--- config.mk ---
export PLATFORM = sky130hd
export DESIGN_NAME = dbg_req_engine
export DESIGN_NICKNAME = d
export VERILOG_FILES = /design/src/core/dbg_req_pkg.sv /design/src/core/dbg_req_engine.sv
export SDC_FILE = /design/constraint.sdc
export NUM_CORES = 1
export LEC_CHECK = 0
export BUFFER_PORTS_ARGS = -buffer_cell sky130_fd_sc_hd__buf_4
export CAP_MARGIN = 20
export CORE_UTILIZATION = 35
export DETAILED_ROUTE_END_ITERATION = 10
export PLACE_DENSITY = 0.57
export SKIP_CTS_REPAIR_TIMING = 1
export SLEW_MARGIN = 20
export SYNTH_ARGS = -nofsm -noshare
export SYNTH_HDL_FRONTEND = slang
export SYNTH_SLANG_ARGS = --single-unit
--- constraint.sdc ---
create_clock -name i_clk -period 5.2 [get_ports i_clk]
set_clock_uncertainty 0.1 [all_clocks]
set_input_delay 0.78 -clock i_clk [delete_from_list [all_inputs] [get_ports i_clk]]
set_output_delay 0.78 -clock i_clk [all_outputs]
set_load 0.02 [all_outputs]
--- src/core/dbg_req_pkg.sv ---
// Notes on behaviour
// Port-claimed bit is software-only, no effect
// Failure cause: 000 none, 001 transaction, 010 hardware
// Request while suspended or reset: hardware error
// CRC, bad PID, timeout: transaction error
// Failure flag cleared on good end, set on error
// Writing launch bit starts one request
// Launch bit clears as completion flag sets
// Software never relaunches while launch still set
// Direction bit: 0 read, 1 write, resets read
// Write byte count 0 to 8, 0 is ZLP
// Reads store received byte count, never above 8
// Bytes move from buffer byte 0 upward
// Reserved bits read zero, ignore writes
// Returned PID: handshake, data PID, or NAK
// Returned PID valid once launch bit clears
// Write data packet starts with outgoing PID
// Every transaction starts with token PID field
// PID register, count, cause reset to zero
// Completion flag set by hardware, write-one-clear
// Tokens carry configured address and endpoint
// One transaction: token, data, handshake
package dbg_req_pkg;
    // Register byte offsets
    localparam logic [4:0] OFS_CTRL = 5'h00;
    localparam logic [4:0] OFS_PIDS = 5'h04;
    localparam logic [4:0] OFS_BUFL = 5'h08;
    localparam logic [4:0] OFS_BUFH = 5'h0c;
    localparam logic [4:0] OFS_CFG = 5'h10;
    // Control field positions
    localparam int B_DONE = 16;
    localparam int B_CLAIM = 10;
    localparam int B_CAUSE = 7;
    localparam int B_FAIL = 6;
    localparam int B_GO = 5;
    localparam int B_DIR = 4;
    localparam int B_LEN = 0;
    // Pid register field positions
    localparam int B_RET = 16;
    localparam int B_SND = 8;
    localparam int B_TOK = 0;
    // Config field positions and reset values
    localparam int B_ADDR = 8;
    localparam int B_EP = 0;
    localparam logic [6:0] RST_ADDR = 7'h7f;
    localparam logic [3:0] RST_EP = 4'h1;
    // Failure cause codes
    localparam logic [2:0] CAUSE_NONE = 3'h0;
    localparam logic [2:0] CAUSE_TRANS = 3'h1;
    localparam logic [2:0] CAUSE_HW = 3'h2;
    // Packet ids with check nibble
    localparam logic [7:0] PID_ACK = 8'hd2;
    localparam logic [7:0] PID_DATA0 = 8'hc3;
    localparam logic [7:0] PID_DATA1 = 8'h4b;
    // Largest payload
    localparam logic [3:0] MAX_LEN = 4'h8;
    // Wait for an answer packet
    localparam int CLK_MHZ = 100;
    localparam int TOUT_NS = 10000;
    localparam int TOUT_CYC = TOUT_NS * CLK_MHZ / 1000;
    // Engine states
    typedef enum logic [2:0] {
        ST_IDLE, ST_TOK, ST_DOUT, ST_RXW, ST_RXD, ST_HS
    } state_t;
endpackage

--- src/core/dbg_req_engine.sv ---
// The AHB-Lite slave port is this design's own decision.
`timescale 1ns/1ps
module dbg_req_engine
    import dbg_req_pkg::*;
#(
    parameter int TOUT = TOUT_CYC
)(
    input wire logic i_clk,
    input wire logic i_rstn,
    input wire logic i_hsel,
    input wire logic [31:0] i_haddr,
    input wire logic [1:0] i_htrans,
    input wire logic i_hwrite,
    input wire logic [2:0] i_hsize,
    input wire logic [31:0] i_hwdata,
    input wire logic i_hready,
    output logic [31:0] o_hrdata,
    output logic o_hreadyout,
    output logic o_hresp,
    input wire logic i_port_susp,
    input wire logic i_port_rst,
    output logic o_tx_valid,
    output logic [7:0] o_tx_data,
    output logic o_tx_last,
    input wire logic i_tx_ready,
    input wire logic i_rx_valid,
    input wire logic [7:0] i_rx_data,
    input wire logic i_rx_last,
    input wire logic i_rx_err
);
    // Whole state of the block
    typedef struct packed {
        logic pend;         // Data phase pending
        logic wr;           // Pending access is a write
        logic [4:0] ofs;    // Pending register offset
        logic rdy;          // Bus ready
        logic [31:0] rdat;  // Read data
        logic claim;        // Software-owned claim bit
        logic [2:0] cause;  // Failure cause
        logic fail;         // Failure flag
        logic go;           // Launch pending
        logic dir;          // 1 write, 0 read
        logic [3:0] len;    // Byte count
        logic done;         // Request complete
        logic [7:0] ret;    // Returned pid
        logic [7:0] snd;    // Outgoing data pid
        logic [7:0] tok;    // Token pid
        logic [63:0] buff;  // Data buffer
        logic [6:0] addr;   // Target address
        logic [3:0] ep;     // Target endpoint
        state_t st;         // Engine state
        logic [3:0] idx;    // Byte index
        logic [31:0] tmr;   // Answer timer
        logic txv;          // Transmit byte valid
        logic [7:0] txd;    // Transmit byte
        logic txl;          // Last byte of packet
    } regs_t;

    regs_t q;
    regs_t d;

    // Pick buffer byte n
    function automatic logic [7:0] buf_byte(logic [63:0] b,
                                            logic [3:0] n);
        buf_byte = b[{n[2:0], 3'h0} +: 8];
    endfunction

    // Read mux over the register map
    function automatic logic [31:0] rd_word(regs_t r, logic [4:0] a);
        rd_word = 32'h0;
        case (a)
            OFS_CTRL:
            begin
                rd_word[B_DONE] = r.done;
                rd_word[B_CLAIM] = r.claim;
                rd_word[B_CAUSE +: 3] = r.cause;
                rd_word[B_FAIL] = r.fail;
                rd_word[B_GO] = r.go;
                rd_word[B_DIR] = r.dir;
                rd_word[B_LEN +: 4] = r.len;
            end
            OFS_PIDS: rd_word = {8'h0, r.ret, r.snd, r.tok};
            OFS_BUFL: rd_word = r.buff[31:0];
            OFS_BUFH: rd_word = r.buff[63:32];
            OFS_CFG:
            begin
                rd_word[B_ADDR +: 7] = r.addr;
                rd_word[B_EP +: 4] = r.ep;
            end
            default: rd_word = 32'h0;
        endcase
    endfunction

    logic fin;              // Request ends this cycle
    logic [2:0] fin_cause;  // Its outcome
    logic tx_go;            // Current byte accepted

    // Next-state logic for bus, registers and engine
    always_comb
    begin
        d = q;
        fin = 1'b0;
        fin_cause = CAUSE_NONE;
        tx_go = q.txv && i_tx_ready;
        // Address phase: take request, stall one cycle
        if (i_hsel && i_hready && i_htrans[1])
        begin
            d.pend = 1'b1;
            d.wr = i_hwrite;
            d.ofs = i_haddr[4:0];
            d.rdy = 1'b0;
        end
        // Data phase: write, then answer
        if (q.pend)
        begin
            d.pend = 1'b0;
            d.rdy = 1'b1;
            d.rdat = rd_word(q, q.ofs);
            if (q.wr)
            begin
                case (q.ofs)
                    OFS_CTRL:
                    begin
                        d.claim = i_hwdata[B_CLAIM];
                        d.dir = i_hwdata[B_DIR];
                        d.len = i_hwdata[B_LEN +: 4];
                        if (i_hwdata[B_GO])
                            d.go = 1'b1;
                        if (i_hwdata[B_DONE])
                            d.done = 1'b0;
                    end
                    OFS_PIDS:
                    begin
                        d.snd = i_hwdata[B_SND +: 8];
                        d.tok = i_hwdata[B_TOK +: 8];
                    end
                    OFS_BUFL: d.buff[31:0] = i_hwdata;
                    OFS_BUFH: d.buff[63:32] = i_hwdata;
                    OFS_CFG:
                    begin
                        d.addr = i_hwdata[B_ADDR +: 7];
                        d.ep = i_hwdata[B_EP +: 4];
                    end
                    default: d.claim = q.claim;
                endcase
            end
        end
        // Answer timer runs while waiting for a packet
        d.tmr = (q.st == ST_RXW || q.st == ST_RXD) ? q.tmr + 32'h1 :
            32'h0;
        // Transmit byte leaves on acceptance
        if (tx_go)
            d.txv = 1'b0;
        // Engine
        case (q.st)
            ST_IDLE:
            begin
                if (q.go && (i_port_susp || i_port_rst))
                begin
                    fin = 1'b1;
                    fin_cause = CAUSE_HW;
                end
                else if (q.go)
                begin
                    d.st = ST_TOK;
                    d.idx = 4'h0;
                    d.txv = 1'b1;
                    d.txd = q.tok;
                    d.txl = 1'b0;
                end
            end
            ST_TOK:
            begin
                if (tx_go)
                begin
                    d.idx = q.idx + 4'h1;
                    d.txv = 1'b1;
                    if (q.idx == 4'h0)
                        d.txd = {q.ep[0], q.addr};
                    else if (q.idx == 4'h1)
                    begin
                        d.txd = {5'h0, q.ep[3:1]};
                        d.txl = 1'b1;
                    end
                    else if (q.dir)
                    begin
                        d.st = ST_DOUT;
                        d.idx = 4'h0;
                        d.txd = q.snd;
                        d.txl = (q.len == 4'h0);
                    end
                    else
                    begin
                        d.st = ST_RXW;
                        d.txv = 1'b0;
                    end
                end
            end
            ST_DOUT:
            begin
                if (tx_go && q.txl)
                    d.st = ST_RXW;
                else if (tx_go)
                begin
                    d.txv = 1'b1;
                    d.txd = buf_byte(q.buff, q.idx);
                    d.txl = (q.idx + 4'h1 == q.len);
                    d.idx = q.idx + 4'h1;
                end
            end
            ST_RXW:
            begin
                if (i_rx_valid && i_rx_err)
                begin
                    fin = 1'b1;
                    fin_cause = CAUSE_TRANS;
                end
                else if (i_rx_valid)
                begin
                    d.ret = i_rx_data;
                    d.idx = 4'h0;
                    if (!i_rx_last)
                    begin
                        if (!q.dir && (i_rx_data == PID_DATA0 ||
                            i_rx_data == PID_DATA1))
                            d.st = ST_RXD;
                        else
                        begin
                            fin = 1'b1;
                            fin_cause = CAUSE_TRANS;
                        end
                    end
                    else if (!q.dir && (i_rx_data == PID_DATA0 ||
                        i_rx_data == PID_DATA1))
                    begin
                        d.len = 4'h0;
                        d.st = ST_HS;
                        d.txv = 1'b1;
                        d.txd = PID_ACK;
                        d.txl = 1'b1;
                    end
                    else
                    begin
                        fin = 1'b1;
                        if (!q.dir)
                            d.len = 4'h0;
                    end
                end
                else if (q.tmr >= 32'(TOUT))
                begin
                    fin = 1'b1;
                    fin_cause = CAUSE_TRANS;
                end
            end
            ST_RXD:
            begin
                if (i_rx_valid && (i_rx_err || q.idx == MAX_LEN))
                begin
                    fin = 1'b1;
                    fin_cause = CAUSE_TRANS;
                end
                else if (i_rx_valid)
                begin
                    d.buff[{q.idx[2:0], 3'h0} +: 8] = i_rx_data;
                    d.idx = q.idx + 4'h1;
                    if (i_rx_last)
                    begin
                        d.len = q.idx + 4'h1;
                        d.st = ST_HS;
                        d.txv = 1'b1;
                        d.txd = PID_ACK;
                        d.txl = 1'b1;
                    end
                end
                else if (q.tmr >= 32'(TOUT))
                begin
                    fin = 1'b1;
                    fin_cause = CAUSE_TRANS;
                end
            end
            ST_HS:
            begin
                if (tx_go)
                    fin = 1'b1;
            end
            default: d.st = ST_IDLE;
        endcase
        // Suspend or reset in flight aborts the request
        if (q.st != ST_IDLE && (i_port_susp || i_port_rst))
        begin
            fin = 1'b1;
            fin_cause = CAUSE_HW;
        end
        // Completion: set wins over a software clear
        if (fin)
        begin
            d.st = ST_IDLE;
            d.txv = 1'b0;
            d.go = 1'b0;
            d.done = 1'b1;
            d.fail = (fin_cause != CAUSE_NONE);
            d.cause = fin_cause;
        end
    end

    // State register
    always_ff @(posedge i_clk or negedge i_rstn)
    begin
        if (!i_rstn)
        begin
            q <= '0;
            q.rdy <= 1'b1;
            q.addr <= RST_ADDR;
            q.ep <= RST_EP;
            q.st <= ST_IDLE;
        end
        else
            q <= d;
    end

    // Outputs straight from flops, except o_hresp tied low
    assign o_hrdata = q.rdat;
    assign o_hreadyout = q.rdy;
    assign o_hresp = 1'b0;
    assign o_tx_valid = q.txv;
    assign o_tx_data = q.txd;
    assign o_tx_last = q.txl;
endmodule

==> reports/metrics.csv, run 1 <==
metric;value;unit
Mapped Cells;1086;
htree depth;4;
number of synthesized flops with an enable pin;0;
Post-DP HPWL;23.1;mm
syn avg cell area;10.2;µm²
global router's overall resource usage;0.207;
Setup TNS;0;ps
row cnt;64;
largest net degree at the start of global routing;125;
Final ANT Viol Nets;0;
fin crit share;0.590;
cell chain of the critical path;or3_1, nor3b_1, and3_2, mux2i_1, a21oi_1;
crit path launch type;register;
1st-iter DRT viols;770;
Finished Core Util;0.403;
#FFs+latches synth;199;
Synth-to-Final Area Change;12.1;%
vias in the first global route;8314;
Worst Tran Pin Value;1100;ps
RePlAce Congestion;0.872;
WP data arrival;3260;ps
average wire per cell in the routed design;21.8;µm
IR drop worst, VDD;0.165;mV
worst-path fanout max;32;
crit path capture type;register;
CORE AREA;0.0308;mm²
warnings from Yosys;0;
Relative slew margins;0.264;
Max Transition Viols Final;0;
cts bufs inserted;17;
PD cells;358;mW/mm²
CP max stage delay;1040;ps
sequential-to-total area share from yosys stat;0.451;
Final setup viols;0;
post-synth top area cell;dfrtp_1;
async set-reset flop share out of synthesis;1.00;
global route overflow;0;
CTS tree;built;
CP max stage cell;and3_2;
CTS Sinks;199;
Synth Net Count;1180;
Placed Cells;1480;
routed vias;8577;
failing checks;design-rule violations;
Max Root-Sink Buffers;2;
initial antenna violation count;0;
Skew-Pair Late Insertion Delay;470;ps
CP Class;register to register;
Max-cap violations;0;
# DRC;6;
post-layout power;4440;µW
Main synth FF type;dfrtp_1;
die height;180;µm
Synth top area share;0.429;
Leak;0.00543;µW
Die X;180;µm
Post-Syn Area;0.0111;mm²
Pre-antenna DRT Iters;10;
IO Count;132;
Hold/Removal Path Class;primary input to async pin;
PortBufs;99;
root buf cell;clkbuf_16;
placed cell area;0.0118;mm²
RSZ-0062 raised after global routing;false;
Diodes inserted;0;
nets;1197;
FMAX;0.326;GHz
Netlist cell types;70;
status;finished with violations;
cell area after layout;0.0124;mm²
vias per cell;5.67;
Tmin final;3070;ps
Initial Util;0.359;
synth top area cells;dfrtp_1 43%, mux2i_1 7.5%, mux2_2 6.7%, mux4_2 4.3%, a21oi_1 3.9%;
die area;0.0324;mm²
CP Data Required Time;5390;ps
share of layout cells above drive strength 1;0.231;
final hold viol count;0;
Finished Layout Cells;1512;
global-route wire length before repair;51.2;mm
CTS clk-pin slew, worst paths;80;ps
routed wire length;32.9;mm
[cell usage after synthesis (6+ instances only)]
| cell | number |
|---|---|
| a21oi_1 | 86 |
| xnor2_1 | 17 |
| buf_2 | 16 |
| nand3_1 | 28 |
| a22oi_1 | 11 |
| dfstp_2 | 9 |
| nor4_1 | 13 |
| dfrtp_1 | 190 |
| nor3b_1 | 6 |
| inv_1 | 40 |
| mux2i_1 | 83 |
| a222oi_1 | 10 |
| nor2_1 | 94 |
| a21o_1 | 11 |
| clkbuf_1 | 48 |
| or3_1 | 7 |
| o22ai_1 | 21 |
| mux4_2 | 21 |
| nand2_1 | 67 |
| o21ai_0 | 45 |
| buf_4 | 44 |
| and3_1 | 12 |
| xor2_1 | 9 |
| nor3_1 | 16 |
| ha_1 | 6 |
| nand4_1 | 15 |
| a22o_1 | 8 |
| mux2_2 | 66 |
[state kept, by name, indices dropped and copies added, names as in the netlist]
signal,cells
o_tx_data,8
o_hreadyout,1
q,156
o_tx_last,1
o_tx_valid,1
o_hrdata,32
[final timing paths]
| check | slack (ps) | start | to | cells after the start |
|---|---|---|---|---|
| setup / recovery | 2130 | q[197]$_DFFE_PN0P_ | q[67]$_DFF_PN0_ | 5 |
| hold / removal | 320 | i_rstn | q[18]$_DFF_PN0_ | 1 |
| setup reg to reg | 2130 | q[197]$_DFFE_PN0P_ | q[67]$_DFF_PN0_ | 5 |
| hold reg to reg | 380 | q[148]$_DFFE_PN0P_ | q[148]$_DFFE_PN0P_ | 1 |
| max in group asynchronous | 3640 | i_rstn | q[58]$_DFFE_PN1P_ | 2 |
| min in group i_clk | 380 | q[148]$_DFFE_PN0P_ | q[148]$_DFFE_PN0P_ | 1 |
[placed cells by master, fill, tap and decap left out, drive strengths merged, types with 4 or more instances in the layout]
cell | synthesis | routed
a211o | 4 | 4
a211oi | 4 | 4
a21o | 11 | 11
a21oi | 86 | 86
a222oi | 10 | 10
a22o | 8 | 8
a22oi | 11 | 11
and2 | 6 | 6
and3 | 12 | 12
and4 | 4 | 4
buf | 65 | 111
clkbuf | 48 | 18
clkinv | 0 | 6
dfrtp | 190 | 190
dfstp | 9 | 9
ha | 6 | 6
inv | 41 | 47
mux2 | 67 | 67
mux2i | 83 | 83
mux4 | 21 | 21
nand2 | 67 | 67
nand2b | 5 | 5
nand3 | 28 | 28
nand4 | 16 | 16
nor2 | 94 | 94
nor2b | 5 | 5
nor3 | 16 | 16
nor3b | 6 | 6
nor4 | 15 | 15
o21ai | 45 | 45
o221ai | 4 | 4
o22ai | 21 | 21
or2 | 4 | 4
or3 | 7 | 7
or3b | 4 | 4
xnor2 | 17 | 17
xor2 | 9 | 9
[report_power, final]
group / internal, µW / total, µW / leakage (µW) / switching, µW
logic: 516 / 1220 / 0.00255 / 702
registers: 1710 / 1870 / 0.00260 / 164
clock network: 647 / 1360 / 0.000280 / 708
[cell families (layout without fill, tap and decap cells)]
| logic type | count (synthesis) | count (layout) | synth area share |
|---|---|---|---|
| compound gates | 230 | 230 | 0.131 |
| xor+xnor | 26 | 26 | 0.0206 |
| fa+ha+maj | 6 | 6 | 0.00678 |
| buf+inv | 154 | 184 | 0.0689 |
| flops | 199 | 199 | 0.451 |
| mux | 171 | 171 | 0.186 |
| other cells | 1 | 1 | 0.000339 |
| simple gates | 299 | 299 | 0.136 |
[area by class of cell]
class | instances | area, µm²
fill | 3002 | 18400
multi-input combinational | 733 | 5330
sequential | 199 | 4990
timing repair buffer | 111 | 853
tap | 396 | 495
clock buffer | 18 | 429
clock inverter | 14 | 160
inverter | 41 | 154
[routing by layer]
metal / GRT usage / share of wire / vias up
met2: 0.310 / 0.45 / 314
met3: 0.0365 / 0.062 / 38
met1: 0.303 / 0.47 / 4291
met4: 0.0631 / 0.021 / 0
li1: - / - / 3934
met5: 0 / 0 / -
[metrics by stage]
step                      hold slack, ps  setup slack, ps
after floorplan                      345             2500
after global placement               360             2070
after detailed placement             366             2010
after CTS                            384             2200
after global routing                 414             1910
final                                323             2130
[worst max-delay path: cells and delay by family, from the launching register on]
| family | cells | cell delay [ps] |
|---|---|---|
| DFF | 1 | 410 |
| muxes | 1 | 270 |
| and+or+nand+nor | 3 | 2010 |
| AOI/OAI and AO/OA | 1 | 90 |
(Power assumes the default switching activity.)
==> run 2, diff against run 1 <==
- clock period: 5.2 -> 3.2 ns (I/O delays scaled with it)
==> run 2 against run 1 <==
Against the previous run:
- the run ends with design-rule violations, negative hold slack left
- routed wire length shrank 0.88%
- worst hold slack got worse by 360 ps
- sequential power increased by 62%
- critical path type unchanged
==> reports/metrics.csv, run 2 (synthesized netlist as in run 1, its figures left out) <==
metric;value;unit;change
largest net degree at the start of global routing;78;;-38%
routed vias;8555;;-0.26%
Leak;0.00557;µW;+2.6%
Diodes inserted;0;;unchanged
htree depth;4;;unchanged
CTS tree;built;;
number of flip-flops in the largest register;156;;unchanged
Die X;180;µm;unchanged
most frequent CP cell;ha_1;;
share of layout cells above drive strength 1;0.245;;+0.0135
cell chain of the critical path;inv_1, ha_1, ha_1, nor4_2, nand3_1, nor2_1, a21oi_1;;
worst-path fanout max;16;;-50%
# DRC;6;;unchanged
vias in the first global route;8484;;+2.0%
Largest Register;q;;
PD cells;580;mW/mm²;+62%
crit path capture type;register;;
1st-iter DRT viols;673;;-13%
PortBufs;99;;unchanged
final hold slack;-37.2;ps;-361 ps
commonest cells after routing, fill and taps aside;189 x dfrtp_1, 125 x buf_4, 93 x nor2_1;;
Worst Tran Pin Value;715;ps;-390 ps
Placed Cells;1500;;+1.4%
Initial Util;0.359;;unchanged
IR drop worst, VDD;0.329;mV;+99%
average wire per cell in the routed design;21.3;µm;-2.2%
Synth-to-Final Area Change;14.4;%;
status;finished with violations;;
FMAX;0.359;GHz;+10%
final hold viol count;13;;+13
crit path launch type;register;;
global-route wire length before repair;51.7;mm;+0.93%
Final setup viols;0;;unchanged
Tmin final;2780;ps;-281 ps
FILL cells;2982;;-0.67%
Finished Core Util;0.411;;+0.00820
CP max stage delay;580;ps;-460 ps
Setup TNS;0;ps;unchanged
CORE AREA;0.0308;mm²;unchanged
nets;1217;;+1.7%
CTS Sinks;199;;unchanged
Pre-antenna DRT Iters;8;;-2
Max Root-Sink Buffers;2;;unchanged
die height;180;µm;unchanged
commonest non-fill, non-tap cell in the layout;dfrtp_1;;
CP Class;register to register;;
vias per cell;5.58;;-1.6%
Finished Layout Cells;1532;;+1.3%
Final ANT Viol Nets;0;;unchanged
RSZ-0062 raised after global routing;false;;
Post-DP HPWL;23.7;mm;+2.7%
failing checks;design-rule violations, negative hold slack;;
Worst R2R Start;q[43]$_DFFE_PN0P_;;
RePlAce Congestion;0.844;;-3.3%
die area;0.0324;mm²;unchanged
global route overflow;0;;unchanged
Max Transition Viols Final;0;;unchanged
Hold/Removal Path Class;primary input to async pin;;
Setup crit start;q[43]$_DFFE_PN0P_;;
IO Count;132;;unchanged
WP data arrival;2990;ps;-270 ps
CTS clk-pin slew, worst paths;90;ps;about the same
cts bufs inserted;17;;unchanged
row cnt;64;;unchanged
sequential standard cell area;0.00499;mm²;unchanged
routed wire length;32.6;mm;-0.88%
fin crit share;0.870;;+0.281
Multi-input gate area;0.00533;mm²;unchanged
CP max stage cell;nand3_1;;
root buf cell;clkbuf_16;;
CP Data Required Time;3410;ps;-1980 ps
Relative slew margins;0.522;;+0.259
Skew-Pair Late Insertion Delay;450;ps;-20 ps
Max-cap violations;0;;unchanged
initial antenna violation count;2;;+2
global router's overall resource usage;0.207;;about the same
-- run 2: cell types whose count changed in the layout (fill, tap and decap cells not counted), sizes merged --
cell      change
buf          +19
bufinv        +2
inv           -3
clkbuf        +1
clkinv        +2
clkinvlp      -1
-- run 2: layout make-up --
| cell class | count | area share |
|---|---|---|
| clock buffer | 18 | 0.0339 |
| clock inverter | 14 | 0.0169 |
| inverter | 41 | 0.0121 |
| multi-input combinational | 733 | 0.421 |
| sequential | 199 | 0.394 |
| tap | 396 | 0.0391 |
| timing repair buffer | 131 | 0.0831 |
-- run 2: worst paths after layout --
path | to | slack (ps) | cells past startpoint
worst min register to register | q[10]$_DFF_PN0_ | 380 | 1
worst min-delay path | q[12]$_DFF_PN0_ | -40 | 1
max in group asynchronous | o_hreadyout$_DFFE_PN1P_ | 2100 | 2
worst max-delay path | q[122]$_DFF_PN0_ | 420 | 7
worst max register to register | q[122]$_DFF_PN0_ | 420 | 7
min in group i_clk | q[197]$_DFFE_PN0P_ | 170 | 2
-- run 2: power by group --
part | total (µW) | internal [µW] | switching (µW)
clock | 2310 | 1210 | 1110
sequential | 3030 | 2770 | 260
combinational | 2000 | 868 | 1130
total | 7350 | 4850 | 2500
-- run 2: critical path: cells and delay by family (launching register included) --
kind	cells	cell delay, ps
flops	1	380
compound gates	1	60
buf+inv	1	100
simple gates	3	1310
fa+ha+maj	2	700
-- run 2: per-layer routing --
metal  vias to the layer above  track usage  part of all wire
met5                         -            0           0.00031
met4                         2       0.0666             0.021
met3                        35       0.0432             0.067
met2                       296        0.311              0.44
met1                      4267        0.296              0.47
li1                       3955            -                 -
-- run 2: through the flow --
stage / setup WS (ps) / total power [µW] / instance area, µm²
6_report: 416 / 7350 / 12700
5_1_grt: 112 / 7710 / 12700
4_1_cts: 459 / 7400 / 12700
3_5_place_dp: 453 / 5070 / 12000
3_3_place_gp: 492 / 5040 / 12000
2_1_floorplan: 512 / 4420 / 11100
